--- src/shared/rms_pkg.sv ---
/*
  Constants, levels and states for the mode, strap and status block of a
  two-channel retimer. Assumes a 20 MHz core clock and APB register access.
*/
package rms_pkg;

  // Four-level pad sense code, as delivered by the analog comparators
  typedef enum logic [1:0] {
    LVL_LOW = 2'h0,
    LVL_R20K = 2'h1,
    LVL_HIGH = 2'h2,
    LVL_FLOAT = 2'h3
  } rms_level_e;

  typedef enum logic [1:0] {
    MODE_SLAVE = 2'h0,
    MODE_MASTER = 2'h1,
    MODE_PIN = 2'h2
  } rms_mode_e;

  typedef enum logic [1:0] {
    ROUTE_STRAIGHT = 2'h0,
    ROUTE_B_BOTH = 2'h1,
    ROUTE_A_BOTH = 2'h2,
    ROUTE_CROSS = 2'h3
  } rms_route_e;

  // Gray path: idle, wait, run, done
  typedef enum logic [1:0] {
    LD_IDLE = 2'h0,
    LD_WAIT = 2'h1,
    LD_RUN = 2'h3,
    LD_DONE = 2'h2
  } rms_load_e;

  localparam int CLK_HZ = 20_000_000;
  localparam int STRAP_SETTLE_NS = 1000;
  localparam int SCL_HALF_NS = 1250;
  // Least time rounds up, longest time rounds down
  localparam int STRAP_CYCLES = (STRAP_SETTLE_NS * (CLK_HZ / 1_000_000) + 999) / 1000;
  localparam int SCL_HALF_CYCLES = (SCL_HALF_NS * (CLK_HZ / 1_000_000)) / 1000;
  localparam int LOAD_SCL_CLOCKS = 288;

  localparam logic [11:0] REG_CTRL = 12'h000;
  localparam logic [11:0] REG_THRESH = 12'h004;
  localparam logic [11:0] REG_DRIVE = 12'h008;
  localparam logic [11:0] REG_STATUS = 12'h00C;

  localparam int CTRL_IRQ_MODE = 0;
  localparam int CTRL_ROUTE_LSB = 1;
  localparam int THR_HORIZ_LSB = 0;
  localparam int THR_VERT_LSB = 8;
  localparam int DRV_DEEMPH_A_LSB = 0;
  localparam int DRV_DEEMPH_B_LSB = 2;
  localparam int DRV_SWING_A_LSB = 4;
  localparam int DRV_SWING_B_LSB = 6;

  localparam logic [31:0] CTRL_RESET = 32'h0000_0000;
  localparam logic [31:0] THRESH_RESET = 32'h0000_1010;
  localparam logic [31:0] DRIVE_RESET = 32'h0000_0000;

  // Arbitrary upper address bits; the two straps fill the low bits
  localparam logic [4:0] SMB_ADDR_BASE = 5'h0C;

endpackage : rms_pkg

--- src/rms_level_sense.sv ---
/*
  One four-level pad: synchroniser, live level and startup-held level.
  Assumes the pad sense code comes from outside the clock domain.
*/
`timescale 1ns/1ps
module rms_level_sense (
  input wire logic clock,
  input wire logic rstn,
  input wire logic [1:0] pad_code,
  input wire logic capture,
  output rms_pkg::rms_level_e live_level,
  output rms_pkg::rms_level_e held_level
);

  logic [1:0] sync_a;
  logic [1:0] sync_b;

  always_ff @(posedge clock) begin
    if (!rstn) begin
      sync_a <= 2'h3;
      sync_b <= 2'h3;
    end else begin
      sync_a <= pad_code;
      sync_b <= sync_a;
    end
  end

  always_ff @(posedge clock) begin
    if (!rstn) begin
      live_level <= rms_pkg::LVL_FLOAT;
    end else begin
      live_level <= rms_pkg::rms_level_e'(sync_b);
    end
  end

  always_ff @(posedge clock) begin
    if (!rstn) begin
      held_level <= rms_pkg::LVL_FLOAT;
    end else if (capture) begin
      held_level <= live_level;
    end
  end

endmodule : rms_level_sense

--- src/rms_mode_strap.sv ---
/*
  Mode selection, strap sampling, EEPROM load handshake and indicator
  pins of a two-channel retimer, with an APB register slave.
  Assumes one 20 MHz clock, synchronous active-low reset, and pads that
  resolve open-drain/bidirectional levels from out and active-low enable.
*/
// Local design decisions: the address map and the APB interface to the registers.
// Overview of operation
// - Lock pin goes high when clock recovery is locked.
// - Lock pin is first sampled as a strap during startup, then driven.
// - Signal-detect pin pulled low while channel A input is valid.
// - Signal-detect pin released when channel A input is lost.
// - In interrupt role, pin low when eye opening falls below threshold.
// - Mode pin: high slave, float EEPROM master, low pin control.
// - Disable pin: high disables B, low enables both, others reserved.
// - First address strap sampled at power-up forms the bus address.
// - In slave mode the second address pin is an address input.
// - In master mode the second address pin drives low when load is done.
// - Active-low load request starts the EEPROM read.
// - Load request may come from the previous device's done output.
// - Bus clock pin is input in slave mode, open-drain output as master.
// - Routing pin: high straight, float B both, 20K A both, low cross.
// - Pin mode: four-level pins set de-emphasis of A and B.
// - Pin mode: four-level pins set launch amplitude of A and B.
// - Pin mode supports only two line rates and limited drive settings.
// - Shared pins change role with the selected mode.
`timescale 1ns/1ps
module rms_mode_strap #(
  parameter int LOAD_CLOCKS = rms_pkg::LOAD_SCL_CLOCKS
) (
  input wire logic clock,
  input wire logic rstn,
  input wire logic psel,
  input wire logic penable,
  input wire logic pwrite,
  input wire logic [11:0] paddr,
  input wire logic [31:0] pwdata,
  output logic [31:0] prdata,
  output logic pready,
  output logic pslverr,
  input wire logic [1:0] bus_mode_select_pin,
  input wire logic [1:0] sda_deemph_a_code,
  input wire logic [1:0] scl_deemph_b_code,
  input wire logic [1:0] disable_route_code,
  input wire logic [1:0] load_req_swing_a_code,
  input wire logic [1:0] id1_swing_b_code,
  input wire logic scl_in,
  output logic scl_out,
  output logic scl_oe_n,
  output logic id_strap1_load_done_n_out,
  output logic id_strap1_load_done_n_oe_n,
  input wire logic lock_pin_in,
  output logic lock_pin_out,
  output logic lock_pin_oe_n,
  output logic signal_detect_irq_pin_out,
  output logic signal_detect_irq_pin_oe_n,
  input wire logic chan_a_locked,
  input wire logic chan_b_locked,
  input wire logic chan_a_signal_present,
  input wire logic eye_check_done,
  input wire logic [7:0] eye_horiz,
  input wire logic [7:0] eye_vert,
  output logic [1:0] config_mode,
  output logic [6:0] smbus_addr,
  output logic [1:0] route_sel,
  output logic port_a_output_en,
  output logic port_b_output_en,
  output logic [1:0] chan_a_deemph,
  output logic [1:0] chan_b_deemph,
  output logic [1:0] chan_a_swing,
  output logic [1:0] chan_b_swing,
  output logic pin_rate_limited,
  output logic load_busy
);

  localparam int NPADS = 6;
  localparam int P_MODE = 0;
  localparam int P_SDA = 1;
  localparam int P_SCL = 2;
  localparam int P_DIS = 3;
  localparam int P_REQ = 4;
  localparam int P_ID1 = 5;

  function automatic logic [1:0] lvl_index(input rms_pkg::rms_level_e lvl);
    case (lvl)
      rms_pkg::LVL_LOW: lvl_index = 2'h0;
      rms_pkg::LVL_R20K: lvl_index = 2'h1;
      rms_pkg::LVL_FLOAT: lvl_index = 2'h2;
      default: lvl_index = 2'h3;
    endcase
  endfunction : lvl_index

  logic [NPADS*2-1:0] pad_codes;
  rms_pkg::rms_level_e live [NPADS];
  rms_pkg::rms_level_e held [NPADS];
  logic startup_done;
  logic capture;
  logic [7:0] startup_cnt;

  assign pad_codes = {id1_swing_b_code, load_req_swing_a_code, disable_route_code,
                      scl_deemph_b_code, sda_deemph_a_code, bus_mode_select_pin};

  for (genvar i = 0; i < NPADS; i++) begin : g_pad
    rms_level_sense u_sense (
      .clock(clock),
      .rstn(rstn),
      .pad_code(pad_codes[i*2 +: 2]),
      .capture(capture),
      .live_level(live[i]),
      .held_level(held[i])
    );
  end

  // Straps settle before the levels are frozen
  assign capture = !startup_done && (startup_cnt == 8'(rms_pkg::STRAP_CYCLES));

  always_ff @(posedge clock) begin
    if (!rstn) begin
      startup_cnt <= 8'h00;
      startup_done <= 1'b0;
    end else if (!startup_done) begin
      startup_cnt <= startup_cnt + 8'h01;
      if (capture) begin
        startup_done <= 1'b1;
      end
    end
  end

  // Strap on the lock pin, sampled through two flops
  logic lock_sync_a;
  logic lock_sync_b;
  logic id0_strap;

  always_ff @(posedge clock) begin
    if (!rstn) begin
      lock_sync_a <= 1'b0;
      lock_sync_b <= 1'b0;
    end else begin
      lock_sync_a <= lock_pin_in;
      lock_sync_b <= lock_sync_a;
    end
  end

  always_ff @(posedge clock) begin
    if (!rstn) begin
      id0_strap <= 1'b0;
    end else if (capture) begin
      id0_strap <= lock_sync_b;
    end
  end

  // pin stays an input until straps are taken
  always_ff @(posedge clock) begin
    if (!rstn) begin
      lock_pin_oe_n <= 1'b1;
      lock_pin_out <= 1'b0;
    end else begin
      lock_pin_oe_n <= !startup_done;
      lock_pin_out <= chan_a_locked & chan_b_locked;
    end
  end

  // mode decode; resistor state treated as pin control
  rms_pkg::rms_mode_e mode;
  always_comb begin
    case (held[P_MODE])
      rms_pkg::LVL_HIGH: mode = rms_pkg::MODE_SLAVE;
      rms_pkg::LVL_FLOAT: mode = rms_pkg::MODE_MASTER;
      default: mode = rms_pkg::MODE_PIN;
    endcase
  end

  // Registers
  logic [31:0] ctrl;
  logic [31:0] thresh;
  logic [31:0] drive;
  logic setup_ok;
  logic wr_en;
  logic rd_hit;

  assign pready = 1'b1;
  assign setup_ok = (paddr == rms_pkg::REG_CTRL) || (paddr == rms_pkg::REG_THRESH) ||
                    (paddr == rms_pkg::REG_DRIVE) || (paddr == rms_pkg::REG_STATUS);
  assign pslverr = psel && penable && !setup_ok;
  assign wr_en = psel && penable && pwrite;
  assign rd_hit = psel && !penable && !pwrite;

  always_ff @(posedge clock) begin
    if (!rstn) begin
      ctrl <= rms_pkg::CTRL_RESET;
      thresh <= rms_pkg::THRESH_RESET;
      drive <= rms_pkg::DRIVE_RESET;
    end else if (wr_en) begin
      case (paddr)
        rms_pkg::REG_CTRL: ctrl <= {29'h0, pwdata[2:0]};
        rms_pkg::REG_THRESH: thresh <= {16'h0, pwdata[15:0]};
        rms_pkg::REG_DRIVE: drive <= {24'h0, pwdata[7:0]};
        default: ctrl <= ctrl;
      endcase
    end
  end

  // Eye monitor result, kept until the next check
  logic eye_fail;
  always_ff @(posedge clock) begin
    if (!rstn) begin
      eye_fail <= 1'b0;
    end else if (eye_check_done) begin
      eye_fail <= (eye_horiz < thresh[rms_pkg::THR_HORIZ_LSB +: 8]) ||
                  (eye_vert < thresh[rms_pkg::THR_VERT_LSB +: 8]);
    end
  end

  // Open drain: out always low, enable alone decides
  assign signal_detect_irq_pin_out = 1'b0;
  always_ff @(posedge clock) begin
    if (!rstn) begin
      signal_detect_irq_pin_oe_n <= 1'b1;
    end else if (ctrl[rms_pkg::CTRL_IRQ_MODE]) begin
      signal_detect_irq_pin_oe_n <= !eye_fail;
    end else begin
      // pull low on signal, release on loss
      signal_detect_irq_pin_oe_n <= !chan_a_signal_present;
    end
  end

  // Bus clock pin, sampled for stretch detection
  logic scl_sync_a;
  logic scl_sync_b;
  always_ff @(posedge clock) begin
    if (!rstn) begin
      scl_sync_a <= 1'b1;
      scl_sync_b <= 1'b1;
    end else begin
      scl_sync_a <= scl_in;
      scl_sync_b <= scl_sync_a;
    end
  end

  // EEPROM load sequencer
  rms_pkg::rms_load_e ld_state;
  logic [7:0] half_cnt;
  logic [15:0] clk_cnt;
  logic scl_drive_low;
  logic load_req;

  // live level, so a chained done pin can start us
  assign load_req = (live[P_REQ] == rms_pkg::LVL_LOW);

  always_ff @(posedge clock) begin
    if (!rstn) begin
      ld_state <= rms_pkg::LD_IDLE;
      half_cnt <= 8'h00;
      clk_cnt <= 16'h0000;
      scl_drive_low <= 1'b0;
    end else begin
      case (ld_state)
        rms_pkg::LD_IDLE: begin
          if (startup_done && mode == rms_pkg::MODE_MASTER) begin
            ld_state <= rms_pkg::LD_WAIT;
          end
        end
        rms_pkg::LD_WAIT: begin
          if (load_req) begin
            ld_state <= rms_pkg::LD_RUN;
            half_cnt <= 8'h00;
            clk_cnt <= 16'h0000;
          end
        end
        rms_pkg::LD_RUN: begin
          // Released clock held low by a slave counts as a stretch
          if (!scl_drive_low && !scl_sync_b) begin
            half_cnt <= 8'h00;
          end else if (half_cnt == 8'(rms_pkg::SCL_HALF_CYCLES - 1)) begin
            half_cnt <= 8'h00;
            scl_drive_low <= !scl_drive_low;
            if (!scl_drive_low) begin
              // Done after the high phase that follows the last low pulse
              if (clk_cnt == 16'(LOAD_CLOCKS)) begin
                ld_state <= rms_pkg::LD_DONE;
              end else begin
                clk_cnt <= clk_cnt + 16'h0001;
              end
            end
          end else begin
            half_cnt <= half_cnt + 8'h01;
          end
        end
        rms_pkg::LD_DONE: begin
          scl_drive_low <= 1'b0;
        end
        default: ld_state <= rms_pkg::LD_IDLE;
      endcase
    end
  end

  assign load_busy = (ld_state == rms_pkg::LD_RUN);

  // open-drain clock only while master loads
  assign scl_out = 1'b0;
  assign scl_oe_n = !(load_busy && scl_drive_low);

  // done flag driven low; input otherwise
  assign id_strap1_load_done_n_out = 1'b0;
  assign id_strap1_load_done_n_oe_n = !(mode == rms_pkg::MODE_MASTER &&
                                        ld_state == rms_pkg::LD_DONE);

  logic id1_bit;
  assign id1_bit = (held[P_ID1] == rms_pkg::LVL_HIGH);
  always_ff @(posedge clock) begin
    if (!rstn) begin
      smbus_addr <= 7'h00;
    end else begin
      smbus_addr <= {rms_pkg::SMB_ADDR_BASE, id1_bit, id0_strap};
    end
  end

  logic reserved_dis;
  always_ff @(posedge clock) begin
    if (!rstn) begin
      config_mode <= 2'h0;
      route_sel <= 2'h0;
      port_a_output_en <= 1'b0;
      port_b_output_en <= 1'b0;
      chan_a_deemph <= 2'h0;
      chan_b_deemph <= 2'h0;
      chan_a_swing <= 2'h0;
      chan_b_swing <= 2'h0;
      pin_rate_limited <= 1'b0;
      reserved_dis <= 1'b0;
    end else if (mode == rms_pkg::MODE_PIN) begin
      config_mode <= mode;
      port_a_output_en <= startup_done;
      port_b_output_en <= startup_done;
      reserved_dis <= 1'b0;
      case (held[P_DIS])
        rms_pkg::LVL_HIGH: route_sel <= rms_pkg::ROUTE_STRAIGHT;
        rms_pkg::LVL_FLOAT: route_sel <= rms_pkg::ROUTE_B_BOTH;
        rms_pkg::LVL_R20K: route_sel <= rms_pkg::ROUTE_A_BOTH;
        default: route_sel <= rms_pkg::ROUTE_CROSS;
      endcase
      chan_a_deemph <= lvl_index(held[P_SDA]);
      chan_b_deemph <= lvl_index(held[P_SCL]);
      chan_a_swing <= lvl_index(held[P_REQ]);
      chan_b_swing <= lvl_index(held[P_ID1]);
      pin_rate_limited <= 1'b1;
    end else begin
      config_mode <= mode;
      pin_rate_limited <= 1'b0;
      route_sel <= ctrl[rms_pkg::CTRL_ROUTE_LSB +: 2];
      chan_a_deemph <= drive[rms_pkg::DRV_DEEMPH_A_LSB +: 2];
      chan_b_deemph <= drive[rms_pkg::DRV_DEEMPH_B_LSB +: 2];
      chan_a_swing <= drive[rms_pkg::DRV_SWING_A_LSB +: 2];
      chan_b_swing <= drive[rms_pkg::DRV_SWING_B_LSB +: 2];
      // disable decode; reserved keeps both on
      port_a_output_en <= startup_done;
      port_b_output_en <= startup_done && (held[P_DIS] != rms_pkg::LVL_HIGH);
      reserved_dis <= (held[P_DIS] == rms_pkg::LVL_FLOAT) ||
                      (held[P_DIS] == rms_pkg::LVL_R20K);
    end
  end

  // Read data registered in setup, valid in access phase
  logic [31:0] status_word;
  assign status_word = {12'h000, smbus_addr, 1'b0, ld_state, reserved_dis, eye_fail,
                        startup_done, chan_b_locked, chan_a_locked,
                        chan_a_signal_present, route_sel, config_mode};

  always_ff @(posedge clock) begin
    if (!rstn) begin
      prdata <= 32'h0000_0000;
    end else if (rd_hit) begin
      case (paddr)
        rms_pkg::REG_CTRL: prdata <= ctrl;
        rms_pkg::REG_THRESH: prdata <= thresh;
        rms_pkg::REG_DRIVE: prdata <= drive;
        rms_pkg::REG_STATUS: prdata <= status_word;
        default: prdata <= 32'h0000_0000;
      endcase
    end
  end

endmodule : rms_mode_strap
--- config.mk ---
export PLATFORM = sky130hd
export DESIGN_NAME = rms_mode_strap
export DESIGN_NICKNAME = d
export VERILOG_FILES = /design/src/shared/rms_pkg.sv /design/src/rms_level_sense.sv /design/src/rms_mode_strap.sv
export SDC_FILE = /design/constraint.sdc
export NUM_CORES = 1
export LEC_CHECK = 0
export BUFFER_PORTS_ARGS = -buffer_cell sky130_fd_sc_hd__buf_2
export CAP_MARGIN = 20
export CORE_ASPECT_RATIO = 2
export CORE_UTILIZATION = 30
export CTS_BUF_LIST = sky130_fd_sc_hd__clkbuf_2 sky130_fd_sc_hd__clkbuf_4 sky130_fd_sc_hd__clkbuf_8
export DETAILED_ROUTE_END_ITERATION = 10
export HOLD_SLACK_MARGIN = 0.15
export SYNTH_ARGS = -nofsm -noshare
export SYNTH_HDL_FRONTEND = slang
export SYNTH_SLANG_ARGS = --single-unit
export TNS_END_PERCENT = 100
--- constraint.sdc ---
create_clock -name clock -period 4.5 [get_ports clock]
set_input_delay 1.125 -clock clock [delete_from_list [all_inputs] [get_ports clock]]
set_output_delay 1.125 -clock clock [all_outputs]
set_load 0.02 [all_outputs]
==> After elaboration in Yosys (flattened, before gate mapping) <==
Cells that the tools add are included.
{ "totals": {"memories": 0, "register_bits": 175, "mem_bits_rw": 0, "rom_bits": 0, "latch_bits": 0, "inputBits": 83} }
{ "classes": {"add_sub_neg": 3, "order_cmp": 2, "muxes": 38, "n_bitwise": 2, "div_mod_pow": 0, "eq_ne": 33, "n_shift": 0, "reduce_logical": 44, "multipliers": 0} }
{ "ops": {"columns": ["op", "n"], "rows": [
  ["16-bit 2-to-1 mux", 5],
  ["20-bit case mux with 4 select lines", 1],
  ["2-bit case mux with 3 select lines", 6],
  ["16-bit case mux with 2 select lines", 1],
  ["12-bit by 4-bit == test with 1-bit output, second input constant", 2],
  ["2-bit == test, second input constant", 12],
  ["8-bit 2-to-1 mux", 3],
  ["2-bit 2-to-1 mux", 11],
  ["16-bit by 1-bit adder with 16-bit output, second input constant", 1],
  ["8-bit by 1-bit adder with 8-bit output, second input constant", 2],
  ["16-bit by 9-bit == test with 1-bit output, second input constant", 1],
  ["8-bit by 5-bit == test with 1-bit output, second input constant", 2],
  ["8-bit less-than comparator", 2],
  ["8-bit case mux with 2 select lines", 1],
  ["2-bit by 1-bit == test with 1-bit output, second input constant", 7],
  ["12-bit by 3-bit == test with 1-bit output, second input constant", 1],
  ["12-bit logical NOT", 1],
  ["2-bit logical NOT", 6],
  ["2-bit != test, second input constant", 6],
  ["1-bit logical AND", 11],
  ["1-bit logical NOT", 10],
  ["2-bit AND reduction", 4],
  ["1-bit 2-to-1 mux", 7],
  ["7-bit AND reduction", 1],
  ["other kinds (12)", 18]
]} }

==> Depth between registers and ports, before layout <==
{ "logic_depth": {"word_depth": 6, "mapped_depth": 8, "depth_no_buf": 7} }

==> Hierarchy <==
From an unflattened synthesis, not the netlist that was laid out.
{ "unflattened": {"cells_unflattened": 717, "area_unflattened_um2": 6618.8} }
{ "modules_own_cells": {"columns": ["mod", "area_per_inst_um2", "instances", "cells_each"], "rows": [
  ["rms_mode_strap", 5267.6, 1, 609],
  ["rms_level_sense", 225.2, 6, 18]
]} }

==> Least setup slack after synthesis <==
Ideal clock, no wire load.
{ "synth_timing": {"path_kind": "in2out", "startpoint": "in paddr[9]", "endpoint": "out pslverr", "n_path_buf": 1, "t_arrival_ns": 2.023, "required_ns": 3.375, "path_slack_ns": 1.352, "path_stages": 4, "cell_sequence": "nor4_1 nand3_1 clkbuf_1 and3_1"} }
{ "synth_between": {"elab_chain_cells": 6, "word_cells_on_any_way": 9, "classes_between": "eq/ne: 3; reduce/logical: 6"} }
{ "synth_rtl": {"columns": ["item", "line_no", "source"], "rows": [
  ["start: declaration", "rms_mode_strap.sv:36", "input wire logic [11:0] paddr,"],
  ["12-bit by 3-bit == test with 1-bit output or 12-bit logical NOT (tied branches)", "rms_mode_strap.sv:182", "assign setup_ok = (paddr == rms_pkg::REG_CTRL) || (paddr == rms_pkg::REG_THRESH) ||"],
  ["1-bit logical OR (2 in series)", "rms_mode_strap.sv:182", null],
  ["1-bit logical OR (*)", "rms_mode_strap.sv:183", "(paddr == rms_pkg::REG_DRIVE) || (paddr == rms_pkg::REG_STATUS);"],
  ["1-bit logical NOT (*)", "rms_mode_strap.sv:184", "assign pslverr = psel && penable && !setup_ok;"],
  ["1-bit logical AND (*)", "rms_mode_strap.sv:184", null],
  ["end: declaration", "rms_mode_strap.sv:40", "output logic pslverr,"]
]} }
Mark *: on every way between the ends. The rest lies on a longest branch, timed or not.

==> Worst setup path after layout <==
Ends and elaborated chain as after synthesis.

==> impl_results.rst <==
.. list-table::
   :header-rows: 1

   * - Metric
     - Value
   * - Final hold viol count
     - 0
   * - Arrival time of the worst setup path
     - 2430 ps
   * - Num rows
     - 77
   * - Core Region
     - 22060 sq um
   * - Synthesis-to-finish area growth
     - 16.29%
   * - CTS resizes
     - 0
   * - Clock Pin Slew Worst Setup and Hold Paths
     - 80 ps
   * - Final wirelength
     - 15.19 mm
   * - Share of post-route cells with drive strength above 1
     - 0.1962
   * - Effective utilization at floorplan
     - 0.3047
   * - FFs w/ async S/R, synth
     - 0
   * - Syn_area_per_cell
     - 9.085 sq um
   * - Horizontal extent of the die
     - 107.9 microns
   * - Number of antenna violations at the first check in global routing
     - 0
   * - Number of enable-type register cells in the synthesized netlist
     - 0
   * - Detailed Place HPWL
     - 11.13 mm
   * - Post-Layout Cell Count
     - 1122
   * - ANT cells
     - 0
   * - Number of cell instances on the worst register-to-register path
     - 7
   * - Utilization after layout
     - 0.3543
   * - Cell count after synthesis
     - 740
   * - Area of all placed cells without fillers
     - 7818 sq um
   * - Routed wire length per instance
     - 13.54 microns
   * - Post-CTS repair timing setup buffer count
     - 0
   * - Mean number of vias per cell
     - 4.634
   * - First-pass GRT wire length
     - 24.58 mm
   * - Length of the first detailed-routing pass in iterations
     - 4
   * - Part of the total power dissipated in the clock network
     - 0.419
   * - Largest vdd supply drop
     - 0.0001742 V
   * - Final-report max-slew violation count
     - 0
   * - RSZ-0062 raised after global routing
     - false
   * - Final cycle utilization of the critical path
     - 0.7905
   * - Class of the most critical hold timing path
     - flop to flop
   * - Aggregate global-route resource usage
     - 0.1394
   * - Area enclosed by the die boundary
     - 23050 sq um
   * - Fillcell total
     - 2278
   * - Standard cell area after detailed placement
     - 7401 sq um
   * - Distinct cells, synth
     - 51
   * - Number of placed cells counting well taps
     - 1090
   * - Shortest clock period the worst path allows after layout
     - 3557 ps
   * - Clock H-tree levels
     - 4
   * - Cts-stage hold buffer count
     - 0
   * - Net switching power
     - 0.0006300 W
   * - Net switching fraction of the power
     - 0.2388
   * - Ys Warns
     - 0
   * - Combined area of all synthesized cells
     - 6723 sq um
   * - Yosys reg bits
     - 155
   * - R2R Setup Slk
     - 1950 ps
   * - Remaining global-route overflow
     - 0
   * - Primary flip-flop cell chosen by synthesis mapping
     - sky130_fd_sc_hd__dfxtp_1
   * - Actual slew at the worst max-slew pin
     - 875.4 ps
   * - Nets@finish
     - 948
   * - Placer congestion estimate
     - 0.8349
   * - Gate power share
     - 0.052
   * - Post-layout worst setup margin
     - 942.6 ps
   * - Relative slew margins
     - 0.4164
   * - CTS tree
     - done
   * - Kind of critical path
     - input port to output port
   * - Internal power
     - 0.002009 W
   * - CTS max path bufs
     - 2
   * - Sequential fraction of design power
     - 0.530
   * - Number of port buffers
     - 110
   * - Pwr per Cell Area
     - 337.6 nW/um^2
   * - Die boundary height
     - 213.7 microns
   * - Total leakage power
     - 3.158 nW
   * - Top achievable clock speed
     - 281.1 MHz
   * - Endpoint kind of the worst setup timing path
     - output port
   * - Top-level port count
     - 148
   * - Final-layout setup total negative slack
     - 0 ps
   * - Sequential share of the synthesized area
     - 0.4616
   * - Clock buffers created by TritonCTS
     - 17
   * - Number of cells on the worst hold path
     - 1
   * - Drt drc
     - 0
   * - Total of max-cap violations
     - 0
   * - Final Setup Violations
     - 0
   * - First DRT Iteration DRCs
     - 257
   * - Insertion delay of the later-clocked pin in the worst-skew pair
     - 470 ps
   * - Root Buffer
     - sky130_fd_sc_hd__clkbuf_8
   * - Highest net fanout along the worst path
     - 11
   * - Number of antenna-violating nets in the routed design
     - 0
   * - Pre-CTS worst setup slack
     - 918.5 ps
   * - Pin count of the biggest net entering global routing
     - 94
   * - Setup crit start kind
     - input port
   * - Sinks on the clock net
     - 155
   * - Total vias in the final route
     - 5199
   * - Worst Clk Skew
     - 12.95 ps
   * - Vias in the first global route
     - 4947
   * - Data required, critical path
     - 3380 ps
   * - Outcome
     - finished clean
-- layer usage --
layer / part of all wire / global-route usage / vias up
met5: 0 / 0 / -
met4: 0.029 / 0.07038 / 0
met2: 0.52 / 0.2549 / 142
met1: 0.40 / 0.1452 / 2369
met3: 0.046 / 0.03465 / 24
li1: - / - / 2664
-- state kept, by name, summed over array words and instances (netlist names), 3 cells and up --
name                      flops
thresh                       16
g_pad.u_sense.live_level     12
drive                         8
clk_cnt                      16
startup_cnt                   8
prdata                       17
smbus_addr                    3
g_pad.u_sense.held_level     12
half_cnt                      8
ctrl                          3
g_pad.u_sense.sync_a         12
g_pad.u_sense.sync_b         12
-- power groups by stage --
stage,combinational (W),clock (W),sequential (W)
floorplan,0.0000985,0,0.00143
global placement,0.000137,0,0.00143
detailed placement,0.000138,0,0.00143
CTS,0.000139,0.00115,0.00140
global route,0.000153,0.00121,0.00140
finish,0.000136,0.00110,0.00140
-- cells in the final DEF (no fill, tap or decap), types with 14 or more instances in the layout --
master,n
sky130_fd_sc_hd__dfxtp_1,155
sky130_fd_sc_hd__inv_1,32
sky130_fd_sc_hd__nand4_1,15
sky130_fd_sc_hd__nand2_1,81
sky130_fd_sc_hd__ha_1,32
sky130_fd_sc_hd__o21ai_0,55
sky130_fd_sc_hd__a21oi_1,14
sky130_fd_sc_hd__nor2_1,33
sky130_fd_sc_hd__nand3_1,47
sky130_fd_sc_hd__buf_2,109
sky130_fd_sc_hd__clkbuf_8,17
sky130_fd_sc_hd__nand2b_1,45
sky130_fd_sc_hd__conb_1,21
sky130_fd_sc_hd__and2_1,18
-- final cells by class --
class,count,area [sq um],share of cell area
clock inverter,13,167.7,0.02145
multi-input combinational,510,3227,0.4128
timing repair buffer,117,605.6,0.07746
sequential,155,3103,0.3969
inverter,32,120.1,0.01536
clock buffer,19,249.0,0.03185
tap,276,345.3,0.04417
-- critical path, stage by stage --
cell and delay (ps):
sky130_fd_sc_hd__buf_2 90, sky130_fd_sc_hd__nor4_1 340, sky130_fd_sc_hd__nand3_1 400, sky130_fd_sc_hd__and3_1 320, sky130_fd_sc_hd__buf_2 150
-- final timing paths --
kind	from	end
worst min register to register	g_pad[5].u_sense.sync_b[0]	g_pad[5].u_sense.live_level[0]
worst max register to register	half_cnt[0]	clk_cnt[4]
worst min-delay path	g_pad[5].u_sense.sync_b[0]	g_pad[5].u_sense.live_level[0]
worst max-delay path	paddr[9]	pslverr
-- cell usage after synthesis (all sizes together), types with 3 or more instances --
master / n / area share
dfxtp: 155 / 0.46
nand2: 81 / 0.045
o21ai: 55 / 0.041
nand3: 48 / 0.038
nand2b: 45 / 0.042
clkbuf: 36 / 0.023
nor2: 34 / 0.019
ha: 32 / 0.060
inv: 32 / 0.018
buf: 26 / 0.028
and2: 20 / 0.019
nand4: 15 / 0.014
a21oi: 14 / 0.010
a21boi: 13 / 0.015
xor2: 13 / 0.017
nor2b: 12 / 0.011
nor3: 11 / 0.0082
and3: 9 / 0.0084
mux2i: 9 / 0.013
mux2: 8 / 0.013
o211ai: 8 / 0.0089
xnor2: 7 / 0.0091
a22oi: 5 / 0.0056
nor3b: 5 / 0.0056
o311a: 5 / 0.0074
nand3b: 4 / 0.0045
nor4: 4 / 0.0037
o31ai: 4 / 0.0045
a2111oi: 3 / 0.0067
mux4: 3 / 0.010
nand4b: 3 / 0.0039
nor4b: 3 / 0.0039
o41ai: 3 / 0.0039
-- through the flow --
stage                     total power [W]  hold WS (ps)
final                            0.002639         407.0
after global routing             0.002759         425.1
after floorplan                  0.001529         386.3
after global placement           0.001567         390.8
after detailed placement         0.001569         390.9
after CTS                        0.002685         412.4
-- cell families (layout without fill, tap and decap cells) --
family	after synthesis	count (layout)	share of synthesized area
xor+xnor	20	20	0.02606
buf+inv	94	181	0.06942
mux	20	20	0.03685
fa+ha+maj	32	32	0.05956
compound gates	116	116	0.1100
flops	155	155	0.4616
simple gates	301	301	0.2354
other cells	2	21	0.001117
(Power assumes the default switching activity.)
